## config.mk

```make
export PLATFORM = sky130hd
export DESIGN_NAME = ptdp_top
export DESIGN_NICKNAME = d
export VERILOG_FILES = /design/src/rtl/ptdp_pkg.sv /design/src/rtl/ptdp_top.sv
export VERILOG_INCLUDE_DIRS = /design/src /design/src/rtl
export SDC_FILE = /design/constraint.sdc
export NUM_CORES = 1
export LEC_CHECK = 0
export BUFFER_PORTS_ARGS = -buffer_cell sky130_fd_sc_hd__buf_2
export CORE_MARGIN = 4
export CORE_UTILIZATION = 40
export CTS_BUF_LIST = sky130_fd_sc_hd__clkbuf_4
export CTS_CLUSTER_DIAMETER = 30
export DETAILED_ROUTE_END_ITERATION = 8
export PLACE_DENSITY = 0.57
export SYNTH_ARGS = -nofsm -noshare
export SYNTH_HDL_FRONTEND = slang
export SYNTH_SLANG_ARGS = --single-unit
```

## constraint.sdc

```tcl
create_clock -name CORE_CLK -period 5.9 [get_ports CORE_CLK]
set_input_delay 0.295 -clock CORE_CLK [delete_from_list [all_inputs] [get_ports CORE_CLK]]
set_output_delay 0.295 -clock CORE_CLK [all_outputs]
set_load 0.02 [all_outputs]
```

## src/rtl/ptdp_params.svh

```systemverilog
// Purpose: Constants of the page-table data pipe engine.
// Assumes: Register offsets are byte addresses on the plain register port.
// Notes: Included by the engine, the remote node model and the bench.
//
// How it works
// - Page-table mode when table flag is 1 and page size nonzero; page limit whenever page size is nonzero.
// - No generated packet runs past the page end while page size is nonzero.
// - One element per start; software loads length, base and offset first.
// - Writing 1 to the go bit starts the transfer.
// - With page size 0, full max-payload packets follow each other, then one packet for the rest.
// - Speed field 0 sends at S100, 1 at S200.
// - No packet payload exceeds 2^(max_payload+2) bytes.
// - Direction 1 builds quadlet and block write requests and sends them.
// - A busy acknowledge is retried as the busy-timeout field allows.
// - A missing response reports timeout after the split-timeout interval.
// - Direction 0 builds quadlet and block read requests and sends them.
// - Read response data goes to the async receive buffer.
// - Four-bit transaction code: 0 quadlet write, 1 block write.
// - Page length is 2^(page_size+8) bytes.
`ifndef PTDP_PARAMS_SVH
`define PTDP_PARAMS_SVH

// ****************************************
// Register map and reset values
// ****************************************
`define PTDP_A_XFER 8'h00
`define PTDP_A_CTRL 8'h04
`define PTDP_A_DEST 8'h08
`define PTDP_A_OFFHI 8'h0c
`define PTDP_A_OFFLO 8'h10
`define PTDP_A_CMD 8'h14
`define PTDP_A_STAT 8'h18
`define PTDP_A_ISTAT 8'h1c
`define PTDP_A_IMASK 8'h20
`define PTDP_CMD_GO 0
`define PTDP_RST_W32 32'h0000_0000
`define PTDP_RST_W16 16'h0000

// ****************************************
// Packet codes
// ****************************************
`define PTDP_TC_QWR 4'h0
`define PTDP_TC_BWR 4'h1
`define PTDP_TC_QRD 4'h4
`define PTDP_TC_BRD 4'h5
`define PTDP_ACK_COMPLETE 4'h1
`define PTDP_ACK_PENDING 4'h2
`define PTDP_ACK_BUSY_X 4'h4
`define PTDP_ACK_BUSY_A 4'h5
`define PTDP_ACK_BUSY_B 4'h6
`define PTDP_RCODE_OK 4'h0
`define PTDP_RT_FIRST 2'h0
`define PTDP_RT_RETRY 2'h1
`define PTDP_QUAD_BYTES 18'h00004
`define PTDP_PAY_BASE 5'h02
`define PTDP_PAGE_BASE 5'h08

// ****************************************
// Timing
// ****************************************
`define PTDP_CLK_NS 10
`define PTDP_SPLIT_UNIT_NS 1000
`define PTDP_SPLIT_UNIT_CYC ((`PTDP_SPLIT_UNIT_NS + `PTDP_CLK_NS - 1) / `PTDP_CLK_NS)

`endif

```

## src/rtl/ptdp_pkg.sv

```systemverilog
// Purpose: Types of the page-table data pipe engine.
// Assumes: Field layouts are fixed by these packed structs.
// Notes: Numbers live in ptdp_params.svh.
package ptdp_pkg;
    typedef struct packed {
        logic d;
        logic [2:0] sp;
        logic [3:0] max_payload;
        logic [3:0] rsvd;
        logic p;
        logic [2:0] page_size;
        logic [15:0] xfer_length;
    } ptdp_xfer_t;

    typedef struct packed {
        logic [15:0] split_timeout;
        logic [11:0] rsvd;
        logic [3:0] busy_timeout;
    } ptdp_ctrl_t;

    typedef struct packed {
        logic err;
        logic tmo;
        logic rfail;
        logic done;
    } ptdp_evt_t;

    typedef struct packed {
        logic [15:0] remaining;
        logic [10:0] rsvd;
        logic busy;
        ptdp_evt_t last;
    } ptdp_stat_t;

    typedef struct packed {
        logic [3:0] tcode;
        logic [2:0] speed;
        logic [1:0] retry;
        logic [15:0] dest_id;
        logic [15:0] off_hi;
        logic [31:0] off_lo;
        logic [15:0] length;
    } ptdp_req_t;

    typedef enum logic [2:0] {
        ST_IDLE, ST_CALC, ST_SEND, ST_ACK, ST_RESP, ST_NEXT
    } ptdp_state_t;
endpackage : ptdp_pkg

```

## src/rtl/ptdp_top.sv

```systemverilog
// Purpose: Page-table data pipe engine, one page-table element per start.
// Assumes: Link side takes a request on REQ_VALID and REQ_READY both high.
// Notes: Write payload data comes from the data FIFO, outside this block.
`timescale 1ns/100ps
`include "ptdp_params.svh"

module ptdp_top #(
    parameter int SPLIT_UNIT_CYC = `PTDP_SPLIT_UNIT_CYC
) (
    input wire logic CORE_CLK, // System clock
    input wire logic SRST, // Synchronous reset
    input wire logic [7:0] REG_ADDR, // Register byte address
    input wire logic [31:0] REG_WDATA, // Register write data
    input wire logic REG_WR, // Write strobe
    input wire logic REG_RD, // Read strobe
    output logic [31:0] REG_RDATA, // Read data, cycle after strobe
    output logic REQ_VALID, // Request packet offered
    output ptdp_pkg::ptdp_req_t REQ_PKT, // Request packet header
    input wire logic REQ_READY, // Link takes the request
    input wire logic ACK_VALID, // Acknowledge received
    input wire logic [3:0] ACK_CODE, // Acknowledge code
    input wire logic RESP_VALID, // Response packet received
    input wire logic [3:0] RESP_RCODE, // Response code
    input wire logic RX_VALID, // Response data quadlet
    input wire logic [31:0] RX_DATA, // Response data
    output logic ARB_WE, // Async receive buffer write
    output logic [31:0] ARB_WDATA, // Async receive buffer data
    output logic IRQ // Level interrupt
);

    // ****************************************
    // Register port
    // ****************************************
    function automatic logic hit(input logic [7:0] a, input logic [7:0] r);
        hit = (a == r);
    endfunction : hit

    ptdp_pkg::ptdp_xfer_t xfer_q;
    ptdp_pkg::ptdp_ctrl_t ctrl_q;
    logic [15:0] dest_q;
    logic [15:0] offhi_q;
    logic [31:0] offlo_q;
    ptdp_pkg::ptdp_evt_t last_q, last_d;
    ptdp_pkg::ptdp_evt_t istat_q, istat_d;
    ptdp_pkg::ptdp_evt_t imask_q;
    ptdp_pkg::ptdp_evt_t evt;
    ptdp_pkg::ptdp_stat_t stat;
    ptdp_pkg::ptdp_state_t st_q, st_d;
    logic [31:0] rdata_d;
    logic [15:0] rem_q;

    wire wr_xfer = REG_WR && hit(REG_ADDR, `PTDP_A_XFER);
    wire wr_ctrl = REG_WR && hit(REG_ADDR, `PTDP_A_CTRL);
    wire wr_dest = REG_WR && hit(REG_ADDR, `PTDP_A_DEST);
    wire wr_offhi = REG_WR && hit(REG_ADDR, `PTDP_A_OFFHI);
    wire wr_offlo = REG_WR && hit(REG_ADDR, `PTDP_A_OFFLO);
    wire wr_imask = REG_WR && hit(REG_ADDR, `PTDP_A_IMASK);
    wire rd_istat = REG_RD && hit(REG_ADDR, `PTDP_A_ISTAT);
    // Go while busy is ignored so a running element is never restarted
    wire go_hit = REG_WR && hit(REG_ADDR, `PTDP_A_CMD) && REG_WDATA[`PTDP_CMD_GO]
        && (st_q == ptdp_pkg::ST_IDLE);

    assign stat = '{remaining: rem_q, rsvd: '0, busy: (st_q != ptdp_pkg::ST_IDLE),
        last: last_q};

    always_comb begin
        rdata_d = `PTDP_RST_W32;
        if (REG_RD) begin
            unique case (1'b1)
                hit(REG_ADDR, `PTDP_A_XFER): rdata_d = xfer_q;
                hit(REG_ADDR, `PTDP_A_CTRL): rdata_d = ctrl_q;
                hit(REG_ADDR, `PTDP_A_DEST): rdata_d = {`PTDP_RST_W16, dest_q};
                hit(REG_ADDR, `PTDP_A_OFFHI): rdata_d = {`PTDP_RST_W16, offhi_q};
                hit(REG_ADDR, `PTDP_A_OFFLO): rdata_d = offlo_q;
                hit(REG_ADDR, `PTDP_A_STAT): rdata_d = stat;
                hit(REG_ADDR, `PTDP_A_ISTAT): rdata_d = {28'h0000000, istat_q};
                hit(REG_ADDR, `PTDP_A_IMASK): rdata_d = {28'h0000000, imask_q};
                default: rdata_d = `PTDP_RST_W32;
            endcase
        end
    end

    always_ff @(posedge CORE_CLK) begin
        if (SRST) begin
            xfer_q <= `PTDP_RST_W32;
            ctrl_q <= `PTDP_RST_W32;
            dest_q <= `PTDP_RST_W16;
            offhi_q <= `PTDP_RST_W16;
            offlo_q <= `PTDP_RST_W32;
        end else begin
            if (wr_xfer) xfer_q <= REG_WDATA;
            if (wr_ctrl) ctrl_q <= REG_WDATA;
            if (wr_dest) dest_q <= REG_WDATA[15:0];
            if (wr_offhi) offhi_q <= REG_WDATA[15:0];
            if (wr_offlo) offlo_q <= REG_WDATA;
        end
    end

    // ****************************************
    // Interrupt and status
    // ****************************************
    // Set wins over the read-clear so an event in the read cycle is kept
    assign istat_d = (rd_istat ? 4'h0 : istat_q) | evt;
    assign last_d = (go_hit ? 4'h0 : last_q) | evt;

    always_ff @(posedge CORE_CLK) begin
        if (SRST) begin
            istat_q <= 4'h0;
            imask_q <= 4'h0;
            last_q <= 4'h0;
            IRQ <= 1'b0;
            REG_RDATA <= `PTDP_RST_W32;
        end else begin
            istat_q <= istat_d;
            last_q <= last_d;
            if (wr_imask) imask_q <= REG_WDATA[3:0];
            IRQ <= |(istat_d & (wr_imask ? REG_WDATA[3:0] : imask_q));
            REG_RDATA <= rdata_d;
        end
    end

    // ****************************************
    // Packet sizing
    // ****************************************
    logic [47:0] addr_q;
    logic [17:0] chunk_q;
    logic [3:0] retry_q;
    logic [15:0] tick_q;
    logic [15:0] unit_q;

    wire page_mode = xfer_q.p && (xfer_q.page_size != 3'h0);
    wire page_lim = xfer_q.page_size != 3'h0;
    wire [4:0] pay_sh = {1'b0, xfer_q.max_payload} + `PTDP_PAY_BASE;
    wire [17:0] pay_bytes = 18'h00001 << pay_sh;
    wire [4:0] page_sh = {2'h0, xfer_q.page_size} + `PTDP_PAGE_BASE;
    wire [17:0] page_bytes = 18'h00001 << page_sh;
    wire [17:0] page_off = addr_q[17:0] & (page_bytes - 18'h00001);
    wire [17:0] to_end = page_bytes - page_off;
    wire [17:0] rem18 = {2'h0, rem_q};
    // Full payload while enough remains, the rest in the last packet
    wire [17:0] lim1 = (pay_bytes < rem18) ? pay_bytes : rem18;
    wire [17:0] chunk = (page_lim && (to_end < lim1)) ? to_end : lim1;
    wire quad = (chunk == `PTDP_QUAD_BYTES) && (addr_q[1:0] == 2'h0);
    wire [3:0] tc_wr = quad ? `PTDP_TC_QWR : `PTDP_TC_BWR;
    wire [3:0] tc_rd = quad ? `PTDP_TC_QRD : `PTDP_TC_BRD;
    wire last_pkt = (rem18 == chunk_q);

    // ****************************************
    // Transaction control
    // ****************************************
    wire ack_ok = ACK_CODE == `PTDP_ACK_COMPLETE;
    wire ack_pend = ACK_CODE == `PTDP_ACK_PENDING;
    wire ack_busy = (ACK_CODE == `PTDP_ACK_BUSY_X) || (ACK_CODE == `PTDP_ACK_BUSY_A)
        || (ACK_CODE == `PTDP_ACK_BUSY_B);
    wire can_retry = retry_q < ctrl_q.busy_timeout;
    wire in_wait = (st_q == ptdp_pkg::ST_ACK) || (st_q == ptdp_pkg::ST_RESP);
    wire tmo = unit_q >= ctrl_q.split_timeout;
    wire unit_end = tick_q == 16'(SPLIT_UNIT_CYC - 1);
    wire tmr_run = in_wait && (st_d == st_q);
    wire do_retry = (st_q == ptdp_pkg::ST_ACK) && ACK_VALID && ack_busy && can_retry;

    always_comb begin
        st_d = st_q;
        evt = 4'h0;
        unique case (st_q)
            ptdp_pkg::ST_IDLE: begin
                if (go_hit && (xfer_q.xfer_length == `PTDP_RST_W16)) begin
                    evt.done = 1'b1;
                end else if (go_hit) begin
                    st_d = ptdp_pkg::ST_CALC;
                end
            end
            ptdp_pkg::ST_CALC: st_d = ptdp_pkg::ST_SEND;
            ptdp_pkg::ST_SEND: begin
                if (REQ_READY) st_d = ptdp_pkg::ST_ACK;
            end
            ptdp_pkg::ST_ACK: begin
                if (ACK_VALID) begin
                    if (ack_ok) begin
                        st_d = ptdp_pkg::ST_NEXT;
                    end else if (ack_pend) begin
                        st_d = ptdp_pkg::ST_RESP;
                    end else if (ack_busy && can_retry) begin
                        st_d = ptdp_pkg::ST_SEND;
                    end else if (ack_busy) begin
                        st_d = ptdp_pkg::ST_IDLE;
                        evt.rfail = 1'b1;
                    end else begin
                        st_d = ptdp_pkg::ST_IDLE;
                        evt.err = 1'b1;
                    end
                end else if (tmo) begin
                    st_d = ptdp_pkg::ST_IDLE;
                    evt.tmo = 1'b1;
                end
            end
            ptdp_pkg::ST_RESP: begin
                if (RESP_VALID && (RESP_RCODE == `PTDP_RCODE_OK)) begin
                    st_d = ptdp_pkg::ST_NEXT;
                end else if (RESP_VALID) begin
                    st_d = ptdp_pkg::ST_IDLE;
                    evt.err = 1'b1;
                end else if (tmo) begin
                    st_d = ptdp_pkg::ST_IDLE;
                    evt.tmo = 1'b1;
                end
            end
            ptdp_pkg::ST_NEXT: begin
                st_d = last_pkt ? ptdp_pkg::ST_IDLE : ptdp_pkg::ST_CALC;
                evt.done = last_pkt;
            end
        endcase
    end

    always_ff @(posedge CORE_CLK) begin
        if (SRST) st_q <= ptdp_pkg::ST_IDLE;
        else st_q <= st_d;
    end

    // Working address and count; the software offsets stay as loaded
    always_ff @(posedge CORE_CLK) begin
        if (SRST) begin
            addr_q <= 48'h0;
            rem_q <= `PTDP_RST_W16;
            chunk_q <= 18'h0;
        end else if (go_hit) begin
            addr_q <= {offhi_q, offlo_q};
            rem_q <= xfer_q.xfer_length;
        end else if (st_q == ptdp_pkg::ST_CALC) begin
            chunk_q <= chunk;
        end else if (st_q == ptdp_pkg::ST_NEXT) begin
            addr_q <= addr_q + {30'h0, chunk_q};
            rem_q <= rem_q - chunk_q[15:0];
        end
    end

    // Split timer counts whole units so long timeouts need few bits
    always_ff @(posedge CORE_CLK) begin
        if (SRST || !tmr_run) begin
            tick_q <= `PTDP_RST_W16;
            unit_q <= `PTDP_RST_W16;
        end else if (unit_end) begin
            tick_q <= `PTDP_RST_W16;
            unit_q <= tmo ? unit_q : unit_q + 16'h0001;
        end else begin
            tick_q <= tick_q + 16'h0001;
        end
    end

    always_ff @(posedge CORE_CLK) begin
        if (SRST || (st_q == ptdp_pkg::ST_CALC)) retry_q <= 4'h0;
        else if (do_retry) retry_q <= retry_q + 4'h1;
    end

    // ****************************************
    // Request packet and receive buffer
    // ****************************************
    always_ff @(posedge CORE_CLK) begin
        if (SRST) begin
            REQ_VALID <= 1'b0;
            REQ_PKT <= '0;
        end else begin
            REQ_VALID <= (st_d == ptdp_pkg::ST_SEND);
            if (st_q == ptdp_pkg::ST_CALC) begin
                REQ_PKT.tcode <= xfer_q.d ? tc_wr : tc_rd;
                REQ_PKT.speed <= xfer_q.sp;
                REQ_PKT.retry <= `PTDP_RT_FIRST;
                REQ_PKT.dest_id <= dest_q;
                REQ_PKT.off_hi <= addr_q[47:32];
                REQ_PKT.off_lo <= addr_q[31:0];
                REQ_PKT.length <= chunk[15:0];
            end else if (do_retry) begin
                REQ_PKT.retry <= `PTDP_RT_RETRY;
            end
        end
    end

    always_ff @(posedge CORE_CLK) begin
        if (SRST) begin
            ARB_WE <= 1'b0;
            ARB_WDATA <= `PTDP_RST_W32;
        end else begin
            ARB_WE <= RX_VALID && (st_q == ptdp_pkg::ST_RESP) && !xfer_q.d;
            ARB_WDATA <= RX_DATA;
        end
    end
endmodule : ptdp_top

```

After elaboration in Yosys (flattened, before gate mapping)
Index checks and enable logic that the tools add are counted.
{ "word_totals": {"register_bits": 416, "in_bits": 88, "output_inout_bits": 156, "word_cells": 179} }
{ "op_classes": {"add_sub_neg": 9, "n_lt_le_gt_ge": 4, "n_eq_ne": 24, "shift": 2, "mux": 46, "bitwise": 7, "reduce_logical": 43} }
{ "op_table": {"columns": ["operator", "n"], "rows": [
  ["$pmux W32 S8", 1],
  ["$mux W48", 3],
  ["$add A48 B18 Y48", 1],
  ["$mux W16", 3],
  ["$mux W18", 2],
  ["$shl A1 B5 Y18 const A", 2],
  ["$add A16 B1 Y16 const B", 2],
  ["$eq A8 B5 Y1 const B", 4],
  ["$mux W3", 10],
  ["$logic_and A1 B1 Y1", 21],
  ["$mux W1", 19],
  ["$and A18 B18 Y18", 1],
  ["$eq A16 B18 Y1", 1],
  ["$eq A18 B3 Y1 const B", 1],
  ["$lt A18 B16 Y1", 1],
  ["$lt A18 B18 Y1", 1],
  ["$pmux W3 S6", 1],
  ["$sub A18 B1 Y18 const B", 1],
  ["$sub A18 B18 Y18", 1],
  ["$eq A16 B7 Y1 const B", 1],
  ["$eq A8 B4 Y1 const B", 2],
  ["$ge A16 B16 Y1", 1],
  ["$logic_not A16 Y1", 1],
  ["$sub A16 B16 Y16", 1],
  ["32 further kinds", 53]
]} }

Logic depth before layout (Yosys ltp)
Gate-level depths: netlist of run 1.
{ "depth": {"depth_word": 14, "mapped_depth": 27, "ltp_nobuf": 24} }

Worst setup path after synthesis of run 1
No wires, ideal clock.
{ "synth_path": {"path_kind": "register -> register", "start": "register xfer_q[25] (netlist name)", "end": "register chunk_q[4]", "setup_time_ns": 0.086, "arrival_time_ns": 4.834, "t_required_ns": 5.814, "path_slack_ns": 0.981, "stages_incl_launch_ff": 24, "path_buffers": 2, "period_less_slack_ns": 4.919, "cell_sequence": "dfxtp_1 ha_1 or2_1 a2111oi_0 ha_1 and4_1 a221oi_1 o21ai_0 o31ai_2 nand2_1 buf_2 mux2i_1 ha_1 a21oi_1 nor2b_1 o21ai_0 a21oi_1 o21ai_0 o2bb2ai_1 o31ai_1 a21oi_2 buf_6 mux2_2 a211oi_1"} }
{ "synth_via": {"elab_chain_cells": 7} }
{ "synth_lines": {"columns": ["element", "line", "source"], "rows": [
  ["from (decl)", "ptdp_top.sv:38", "ptdp_pkg::ptdp_xfer_t xfer_q;"],
  ["from (signal assigned)", "ptdp_top.sv:85", "xfer_q <= `PTDP_RST_W32;"],
  ["$add A4 B2 Y5 (no source line) (*)", null, null],
  ["$shl A1 B5 Y18 (*)", "ptdp_top.sv:134", "wire [17:0] pay_bytes = 18'h00001 << pay_sh;"],
  ["$lt A18 B16 Y1", "ptdp_top.sv:141", "wire [17:0] lim1 = (pay_bytes < rem18) ? pay_bytes : rem18;"],
  ["$mux W18 (*)", "ptdp_top.sv:141", null],
  ["$lt A18 B18 Y1", "ptdp_top.sv:142", "wire [17:0] chunk = (page_lim && (to_end < lim1)) ? to_end : lim1;"],
  ["$logic_and A1 B1 Y1", "ptdp_top.sv:142", null],
  ["$mux W18 (*)", "ptdp_top.sv:142", null],
  ["to (signal assigned)", "ptdp_top.sv:230", "chunk_q <= chunk;"],
  ["to (decl)", "ptdp_top.sv:126", "logic [17:0] chunk_q;"]
]} }
Every way passes the cells marked *; elsewhere a longest branch is shown, timed or not.
A chain may end at the register's enable or synchronous reset.

Final worst setup path of run 1
{ "layout_path": {"start": "register xfer_q[26] (netlist name)", "end": "register REQ_PKT[1] (netlist name)"} }
{ "layout_via": {"elab_chain_cells": 7} }
{ "layout_lines": {"columns": ["element", "line", "source"], "rows": [
  ["$add A4 B2 Y5 (no source line) (*)", null, null],
  ["$shl A1 B5 Y18 (*)", "ptdp_top.sv:134", null],
  ["$lt A18 B16 Y1", "ptdp_top.sv:141", null],
  ["$mux W18 (*)", "ptdp_top.sv:141", null],
  ["$lt A18 B18 Y1", "ptdp_top.sv:142", null],
  ["$logic_and A1 B1 Y1", "ptdp_top.sv:142", null],
  ["$mux W18 (*)", "ptdp_top.sv:142", null],
  ["to (decl)", "ptdp_top.sv:18", "output ptdp_pkg::ptdp_req_t REQ_PKT,"]
]} }
Marked as above.

==> results.yml, run 1 <==
drt:
  drc: 0
  ant_nets: 0
  first_iter_violations: 1570
  num_vias: 19617
  wl_per_cell_microns: 20.2
  finalWirelength_microns: 73300
  drtPass1Iterations: 7
  via_per_inst: 5.40
global_route:
  grt_pass1_vias: 19172
  grt_usage_pct: 26.5
  grt_first_pass_wirelength_microns: 111000
  antenna_found_initial: 3
  grt_max_degree: 201
  grt_overflow: 0
cells_and_area:
  multi_input_area_sq_mm: 0.0108
  ff_latch_area_sq_mm: 0.00829
  utilization_pct: 49.2
  drive_gt1_share_pct: 16.8
  layout.nets: 3050
  fin_cells: 3632
  syn_to_final_growth_pct: 21.0
  nFillCells: 4962
  finalInstanceArea_sq_mm: 0.0242
sta:
  slew_headroom_pct: 22.3
  worst_pin_slew_ns: 1.16
  period_minus_slack_ns: 5.38
  drv_slew: 0
  setup_viol: 0
  skew_ns: 0.0544
  timing.hold.ws_ns: 0.129
  rsz0062_at_grt: "no"
  finalCritPeriodShare_pct: 91.2
  hold_viol: 0
  worst_slack_ns: 0.520
  fin_tns_setup_ns: 0
  clock.fmax_mhz: 186
logic_synthesis:
  synth-main-ff-cell: "dfxtp_1"
  ys_ff_latch: 414
  async_flop_share_pct: 0
  synth_edf_count: 0
  yosysUniqueCellTypes: 79
  synth_top_area_share_pct: 41.5
  ys_seq_area_share_pct: 41.5
  syn_area_sq_mm: 0.0200
  netlist_top_cells_area: "dfxtp_1 41%, nand2_1 10%, a21oi_1 7.4%"
  syn_area_per_cell_sq_um: 7.90
  synthMostInstantiatedCell: "nand2_1"
  yosys.area.top_type: "dfxtp_1"
  yosysWarnings: 0
  ys_top_cells_by_count: "539 x nand2_1, 414 x dfxtp_1, 296 x a21oi_1, 197 x nor2_1, 139 x clkbuf_1"
  postSynthCellCount: 2531
placed_design:
  dp_hpwl_microns: 52900
  placed_cell_area_sq_mm: 0.0218
  io_buffers: 240
  place_ws_ns: 0.408
  dp.cells: 3322
  gp_congestion: 0.961
critical_path:
  start_kind: "flop"
  critPathCaptureType: "flop"
  crit_chain: "ha_1 -> inv_1 -> nor2_1 -> a21oi_1 -> or2_2 -> nor2_1 -> ha_1 -> nand2_1 -> o21ai_0 -> o2111a_1 -> o31ai_2 -> nand2_2 -> buf_4 -> mux2i_1 -> ha_1 -> o21ai_0 -> a21oi_1 -> o21ai_0 -> o2bb2ai_1 -> o31ai_1 -> a21oi_2 -> buf_4 -> mux2_2 -> o21ai_0"
  crit_path_max_incr_delay_ns: 0.46
  worstPathArrival_ns: 6.17
  cp.required_ns: 6.69
  cpMostUsedCell: "o21ai_0"
  critPathKind: "flop to flop"
  crit_fanout: 13
  crit_slowest_cell: "dfxtp_1"
die:
  pin_count: 244
  die_w_microns: 232
  die_area_sq_mm: 0.0536
  start_util_pct: 40.7
  rows: 81
  core_sq_mm: 0.0492
  die_h_microns: 232
clock_tree:
  root_buffer: "clkbuf_4"
  clk_pin_slew_ns: 0.06
  post-cts-setup-buffers: 0
  worstSkewPairLatency_ns: 0.90
  cts-htree-levels: 3
  cts.sinks: 414
  clock_path_buffers: 3
  cts_tree: "built"
  cts_buffers: 118
pwr:
  vdd_drop_max_uv: 172
  pwr_density_cell_mw_per_mm2: 288
  p_total_mw: 6.96
  p_leak_nw: 9.44
hold_path:
  hold_class: "input pin to flop"
run_status:
  status: "completed"
flow_run:
  maxCapViolations: 0
power by group:
group	switching [mW]	internal [mW]	total [mW]
combinational	0.819	0.540	1.36
sequential	0.106	2.89	2.99
clock	1.31	1.30	2.61
worst paths after layout:
path | slack [ns] | end | cells past startpoint | start
hold / removal | 0.13 | addr_q[28]$_SDFFE_PP0P_ | 5 | REG_ADDR[4]
hold reg to reg | 0.45 | REQ_PKT[0]$_SDFFE_PP0N_ | 2 | REQ_PKT[0]$_SDFFE_PP0N_
setup reg to reg | 0.52 | REQ_PKT[1]$_SDFFE_PP0N_ | 24 | xfer_q[26]$_SDFFE_PP0P_
setup / recovery | 0.52 | REQ_PKT[1]$_SDFFE_PP0N_ | 24 | xfer_q[26]$_SDFFE_PP0P_
layout make-up:
class / count / area share (%)
inverter: 83 / 1.29
tap: 664 / 3.44
clock inverter: 68 / 1.52
clock buffer: 149 / 4.63
sequential: 414 / 34.3
multi-input combinational: 1878 / 44.7
timing repair buffer: 373 / 10.1
antenna: 3 / 0.0311
logic make-up (layout without fill, tap and decap cells):
family	after synthesis	after routing	share of synthesized area [%]
other	2	9	0.0376
AOI/OAI and AO/OA	629	629	19.5
xor gates and xnor gates	95	95	4.20
muxes	30	30	1.52
buffers and inverters	243	673	4.77
and+or+nand+nor	1024	1024	22.5
DFF	414	414	41.5
adders and majority gates	94	94	5.96
state kept, by name, summed over array words and instances, names as in the netlist, 3 cells and up:
signal,count
ARB_WDATA,32
REG_RDATA,32
REQ_PKT,86
addr_q,48
chunk_q,18
ctrl_q,32
dest_q,16
imask_q,4
istat_q,4
last_q,4
offhi_q,16
offlo_q,32
rem_q,16
retry_q,4
st_q,3
tick_q,16
unit_q,16
xfer_q,32
cell usage in the layout, fill, tap and decap left out, types with 6 or more instances in the layout:
cell	synthesis	layout
nand2_1	539	538
dfxtp_1	414	414
a21oi_1	296	296
buf_2	6	239
nor2_1	197	194
clkbuf_4	0	149
ha_1	92	92
dlygate4sd3_1	0	90
inv_1	83	83
a22oi_1	75	75
o21ai_0	64	64
nor3_1	60	59
xnor2_1	52	52
nor2b_1	53	52
a211oi_1	49	49
xor2_1	42	42
buf_4	3	42
nand3_1	38	38
clkinv_1	0	35
mux2i_1	27	27
a21o_1	27	27
clkinv_2	0	26
nand2b_1	26	25
nand4_1	21	21
a31oi_1	20	20
nor4_1	18	17
and3_1	17	17
o211ai_1	17	17
or3_1	13	13
o31ai_1	9	9
and2_1	9	8
a22o_1	6	6
conb_1	2	6
routing by layer:
| layer | track usage, % | up-vias | wire, microns |
|---|---|---|---|
| met2 | 42.6 | 746 | 33700 |
| met4 | 12.0 | 0 | 2880 |
| met5 | 0 | - | 0 |
| met3 | 5.47 | 160 | 5240 |
| li1 | - | 9473 | - |
| met1 | 34.4 | 9238 | 31500 |
critical path, delay by kind of cell, from the launching register on:
family          cells  cell delay [ns]
compound gates     11             1.74
flops               1             0.46
buf+inv             3             0.58
mux                 2             0.70
fa+ha+maj           3             0.81
simple gates        5             1.03
repair_timing:
item	in CTS	in global routing
setup endpoints to repair	0	7
gates resized for setup	0	3
hold buffers	90	0
hold endpoints to repair	209	0
(Power assumes the default switching activity.)
==> run 2: changes to the inputs <==
CORE_UTILIZATION = 25   (was 40)
PLACE_DENSITY = 0.4   (was 0.57)
REMOVE_ABC_BUFFERS = 1   (was not set)
==> run 2 against run 1 <==
Against the previous run: count of clock-buffer cells in the layout is 30 higher; clock power is 12% higher; routed wire length is 11% higher; setup slack worse by 0.093 ns; register-to-register slack worse by 0.09 ns; core utilization is 17 points lower; clock skew is 0.041 ns higher; via count is 0.20% lower; critical path type unchanged; critical endpoint unchanged.
==> results.yml, run 2 (synthesis results as in run 1) <==
pwr:
  vdd_drop_max_uv: 138
  pwr_density_cell_mw_per_mm2: 290
  p_total_mw: 7.32
  p_leak_nw: 9.69
drt:
  highest-signal-layer: "met5"
  dr_wl_met3_microns: 4720
  wl_met2_microns: 37400
  wl_per_cell_microns: 19.9
  drc: 0
  finalWirelength_microns: 81100
  num_vias: 19578
  via_per_inst: 4.81
  drtPass1Iterations: 5
  first_iter_violations: 1246
  ant_nets: 0
  m1WireLength_microns: 37100
cells_and_area:
  largest_reg_flops: 86
  top_register: "REQ_PKT"
  finalInstanceArea_sq_mm: 0.0252
  reg.largest.list: "REQ_PKT: 86 flops, addr_q: 48 flops"
  layout.nets: 3110
  layout_commonest_cell: "nand2_1"
  drive_gt1_share_pct: 17.5
  syn_to_final_growth_pct: 26.2
  layout_common_cells: "537 x nand2_1, 414 x dfxtp_1, 296 x a21oi_1"
  nFillCells: 8548
placed_design:
  gp_congestion: 0.874
  dp_hpwl_microns: 58500
  placed_cell_area_sq_mm: 0.0223
  io_buffers: 240
global_route:
  antenna_found_initial: 3
  grt_first_pass_wirelength_microns: 123000
  grt_overflow: 0
  grt_pass1_vias: 19693
  grt_usage_pct: 18.7
  grt_max_degree: 87
flow_run:
  maxCapViolations: 0
clock_tree:
  cts.sinks: 414
  cts_buffers: 138
  cts-htree-levels: 4
  cts_tree: "built"
  root_buffer: "clkbuf_4"
  clock_path_buffers: 3
  worstSkewPairLatency_ns: 0.97
  clk_pin_slew_ns: 0.06
die:
  die_area_sq_mm: 0.0845
  rows: 103
  die_h_microns: 291
  core_sq_mm: 0.0791
  start_util_pct: 25.3
  pin_count: 244
  die_w_microns: 291
critical_path:
  critPathKind: "flop to flop"
  worstPathArrival_ns: 6.31
  r2r_start: "xfer_q[26]$_SDFFE_PP0P_"
  rrSetupSlack_ns: 0.43
  start_kind: "flop"
  critPathCaptureType: "flop"
  cp-startpoint: "xfer_q[26]$_SDFFE_PP0P_"
  cp.required_ns: 6.74
  crit_fanout: 19
sta:
  skew_ns: 0.0954
  worst_pin_slew_ns: 1.14
  setup_viol: 0
  hold_viol: 0
  clock.fmax_mhz: 183
  fin_tns_setup_ns: 0
  rsz0062_at_grt: "no"
  finalCritPeriodShare_pct: 92.8
  slew_headroom_pct: 23.9
  period_minus_slack_ns: 5.47
  drv_slew: 0
hold_path:
  hold_class: "input pin to flop"
  worstHoldStart: "REG_ADDR[0]"
run_status:
  status: "completed"
[run 2: cell count changes in the layout (fill, tap and decap cells not counted), moves of 2 or more]
cell / change
clkbuf_4: +30
clkinv_1: -4
buf_4: +9
clkinv_2: -16
clkinvlp_4: +2
dlygate4sd3_1: +31
inv_6: +4
[run 2: report_power, final]
part / leakage (nW) / internal (mW) / total, mW / switching (mW)
Combinational: 5.36 / 0.562 / 1.40 / 0.842
Sequential: 3.34 / 2.89 / 3.00 / 0.106
Clock: 0.981 / 1.52 / 2.92 / 1.40
Total: 9.69 / 4.97 / 7.32 / 2.35
[run 2: worst paths after layout]
path / to / depth (start not counted)
hold reg to reg: REQ_PKT[37]$_SDFFE_PP0N_ / 2
hold / removal: addr_q[46]$_SDFFE_PP0P_ / 6
setup / recovery: REQ_PKT[1]$_SDFFE_PP0N_ / 25
setup reg to reg: REQ_PKT[1]$_SDFFE_PP0N_ / 25
[run 2: cell type report]
class | count | area (sq um) | share of cell area (%)
multi-input combinational | 1878 | 10800 | 42.9
antenna | 3 | 7.51 | 0.0298
clock inverter | 54 | 323 | 1.28
inverter | 83 | 312 | 1.24
timing repair buffer | 413 | 2830 | 11.2
sequential | 414 | 8290 | 32.9
clock buffer | 179 | 1340 | 5.33
tap | 1050 | 1310 | 5.21
[run 2: through the flow]
stage / instances / hold slack (ns) / setup slack [ns] / utilization [%]
2_1_floorplan: 2375 / 0.364 / 0.0772 / -
6_report: 4074 / 0.168 / 0.427 / 31.9
4_1_cts: 4071 / 0.0182 / 0.196 / 31.8
3_3_place_gp: 3717 / 0.442 / 0.287 / 28.2
5_1_grt: 4072 / 0.0885 / 0.0358 / 31.9
3_5_place_dp: 3717 / 0.445 / 0.264 / 28.2
[run 2: what timing repair did]
item | CTS | global route
endpoints found under the setup margin | 0 | 33
hold endpoints to repair | 229 | 0
hold buffers | 121 | 0
buffers inserted | 0 | 0
gates resized for setup | 0 | 6
[run 2: worst max-delay path, stage by stage (launching register included)]
cell       delay, ns
dfxtp_1         0.47
ha_1            0.34
inv_1           0.10
nor2_1          0.19
a21oi_1         0.07
or2_2           0.36
nor2_1          0.25
ha_1            0.17
nand2_1         0.06
o21ai_0         0.33
o2111a_1        0.28
o31ai_2         0.09
nand2_2         0.23
mux2i_2         0.30
ha_1            0.29
a21oi_1         0.14
nor2b_1         0.06
o21ai_0         0.15
a21oi_1         0.09
o21ai_0         0.18
o2bb2ai_1       0.14
o31ai_1         0.13
a21oi_2         0.22
buf_12          0.21
mux2_2          0.36
o21ai_0         0.14
[run 2: routing by layer]
layer	global-route usage, %	vias to the layer above
met5	0	-
met4	6.14	2
met3	4.44	128
met2	30.4	571
met1	24.4	9274
li1	-	9603
==> run 3: changes to the inputs <==
CELL_PAD_IN_SITES_DETAIL_PLACEMENT = 2   (was not set)
CELL_PAD_IN_SITES_GLOBAL_PLACEMENT = 2   (was not set)
CTS_BUF_LIST = sky130_fd_sc_hd__clkbuf_8 sky130_fd_sc_hd__clkbuf_16   (was sky130_fd_sc_hd__clkbuf_4)
PLACE_DENSITY = 0.6   (was 0.4)
==> run 3 against run 2 <==
Against the previous run: register-to-register slack is essentially flat; routed wire length grew 13%; clock power grew 150%; cell area grew 9.3%; flip-flop and latch count is the same; combinational power is essentially flat; maximum frequency shrank 0.12%; core utilization grew 3.0 points; power grew 58%; count of clock-buffer cells in the layout shrank 31; sequential share of layout area shrank 2.8 points; critical path depth shrank 3; critical path type unchanged.
==> results.yml, run 3 (synthesis results as in run 1) <==
die:
  die_area_sq_mm: 0.0845
  core_sq_mm: 0.0791
  die_h_microns: 291
  pin_count: 244
  start_util_pct: 25.3
  rows: 103
  die_w_microns: 291
critical_path:
  rrSetupSlack_ns: 0.42
  critPathKind: "flop to flop"
  crit_slowest_cell: "a2111oi_2"
  r2r-end: "chunk_q[4]$_SDFFE_PP0P_"
  crit_fanout: 17
  cp-endpoint: "chunk_q[4]$_SDFFE_PP0P_"
  cpMostUsedCell: "ha_1"
  crit_path_max_incr_delay_ns: 0.41
  cp-startpoint: "xfer_q[25]$_SDFFE_PP0P_"
  start_kind: "flop"
  r2r_start: "xfer_q[25]$_SDFFE_PP0P_"
  reg2reg_depth: 22
  critPathCaptureType: "flop"
  worstPathArrival_ns: 6.02
  cp.required_ns: 6.44
  crit_chain: "ha_1 -> or2_1 -> a2111oi_2 -> buf_4 -> ha_1 -> and4_1 -> a221oi_1 -> o21ai_0 -> o31ai_2 -> nand2_2 -> buf_4 -> nor3_1 -> a21oi_1 -> ha_1 -> a21o_1 -> a21o_1 -> a21oi_1 -> o211ai_1 -> a21oi_2 -> buf_12 -> mux2_2 -> a211oi_1"
pwr:
  clkPwrFrac_pct: 61.9
  p_total_mw: 11.6
  power_frac_comb_pct: 12.1
  pwr-share-seq_pct: 26.0
  internal_power_mw: 8.56
  p_leak_nw: 10.7
  pwr_density_cell_mw_per_mm2: 420
  switching_share_pct: 26.2
  p_switching_mw: 3.03
  vdd_drop_max_uv: 280
cells_and_area:
  top_register: "REQ_PKT"
  fin_cells: 4012
  utilization_pct: 34.9
  reg.largest.list: "REQ_PKT: 86 flops, addr_q: 48 flops"
  largest_reg_flops: 86
  ff_latch_area_sq_mm: 0.00829
  layout_commonest_cell: "nand2_1"
  nFillCells: 8886
  syn_to_final_growth_pct: 38.0
  layout.nets: 3039
  layout_common_cells: "537 x nand2_1, 414 x dfxtp_1, 296 x a21oi_1"
  multi_input_area_sq_mm: 0.0108
  drive_gt1_share_pct: 18.3
clock_tree:
  cts_buffers: 121
  cts.sinks: 414
  clock_path_buffers: 3
  clk_pin_slew_ns: 0.04
  worstSkewPairLatency_ns: 0.70
  root_buffer: "clkbuf_16"
  cts_tree: "built"
  cts-htree-levels: 3
  post-cts-setup-buffers: 0
drt:
  finalWirelength_microns: 91800
  ant_nets: 0
  drtPass1Iterations: 5
  via_per_inst: 4.98
  wl_per_cell_microns: 22.9
  drc: 0
  first_iter_violations: 798
  num_vias: 19989
sta:
  hold_viol: 0
  fin_tns_setup_ns: 0
  slew_headroom_pct: 26.0
  skew_ns: 0.0707
  clock.fmax_mhz: 182
  worst_pin_slew_ns: 1.11
  period_minus_slack_ns: 5.48
  drv_slew: 0
  setup_viol: 0
  timing.hold.ws_ns: 0.0440
  finalCritPeriodShare_pct: 92.9
hold_path:
  hold_class: "input pin to flop"
  worstHoldStart: "SRST"
global_route:
  grt_pass1_vias: 22409
  grt_max_degree: 141
  grt_first_pass_wirelength_microns: 140000
  grt_usage_pct: 21.2
  antenna_found_initial: 1
  grt_overflow: 0
run_status:
  status: "completed"
placed_design:
  dp.cells: 3719
  dp_hpwl_microns: 65400
  io_buffers: 240
  gp_congestion: 0.855
flow_run:
  maxCapViolations: 0
[run 3: cell types whose count changed in the layout (fill, tap and decap cells not counted), moves of 11 or more]
cell / delta
bufinv_16: +23
inv_1: +14
dlygate4sd3_1: -56
clkbuf_4: -179
clkbuf_8: +27
clkinv_2: +11
clkbuf_16: +121
clkinv_1: -31
[run 3: power groups by stage]
| stage | Clock, mW | Sequential, mW | Combinational, mW |
|---|---|---|---|
| final | 7.17 | 3.01 | 1.41 |
| after global routing | 7.46 | 3.02 | 1.55 |
| after CTS | 7.29 | 3.01 | 1.41 |
| after detailed placement | 0 | 3.06 | 1.36 |
| after global placement | 0 | 3.06 | 1.34 |
| after floorplan | 0 | 3.06 | 0.811 |
[run 3: per-layer routing]
layer | share of wire [%] | vias up | global-route usage (%)
li1 | - | 9435 | -
met1 | 46 | 9983 | 27.5
met2 | 47 | 420 | 35.7
met3 | 3.8 | 151 | 3.64
met4 | 3.1 | 0 | 6.77
met5 | 0 | - | 0
[run 3: cell type report]
type	count	area share, %
multi-input cells	1878	39.2
inverters	83	1.13
clock inverters	79	4.22
diodes	1	0.00907
flip-flops and latches	414	30.1
repair buffers	359	8.31
clock buffers	148	12.3
well taps	1050	4.76
[run 3: worst min path at each step]
stage / end / slack, ns / cells after the start
floorplan: REQ_PKT[16]$_SDFFE_PP0N_ / 0.36 / 1
global placement: REQ_PKT[19]$_SDFFE_PP0N_ / 0.44 / 2
detailed placement: REQ_PKT[51]$_SDFFE_PP0N_ / 0.45 / 2
CTS: addr_q[6]$_SDFFE_PP0P_ / 0.01 / 2
global route: addr_q[8]$_SDFFE_PP0P_ / 0.03 / 2
finish: addr_q[8]$_SDFFE_PP0P_ / 0.04 / 2
[run 3: timing repair]
action                                 CTS  global route
setup endpoints to repair                0            32
endpoints found under the hold margin  162             0
hold buffers                            65             0
gates resized for setup                  0             4
[run 3: worst max-delay path: cells and delay by family, from the launching register on]
| kind | cells | cell delay (ns) |
|---|---|---|
| AOI/OAI and AO/OA | 11 | 2.41 |
| and+or+nand+nor | 4 | 0.88 |
| buffers and inverters | 3 | 0.63 |
| adders and majority gates | 3 | 0.79 |
| muxes | 1 | 0.36 |
| DFF | 1 | 0.31 |
[run 3: metrics by stage]
| stage | instance area, sq um | setup WS [ns] |
|---|---|---|
| 3_5_place_dp | 22400 | 0.117 |
| 3_3_place_gp | 22400 | 0.360 |
| 2_1_floorplan | 19400 | 0.0772 |
| 6_report | 27600 | 0.420 |
| 4_1_cts | 27600 | 0.0822 |
| 5_1_grt | 27600 | -0.0235 |
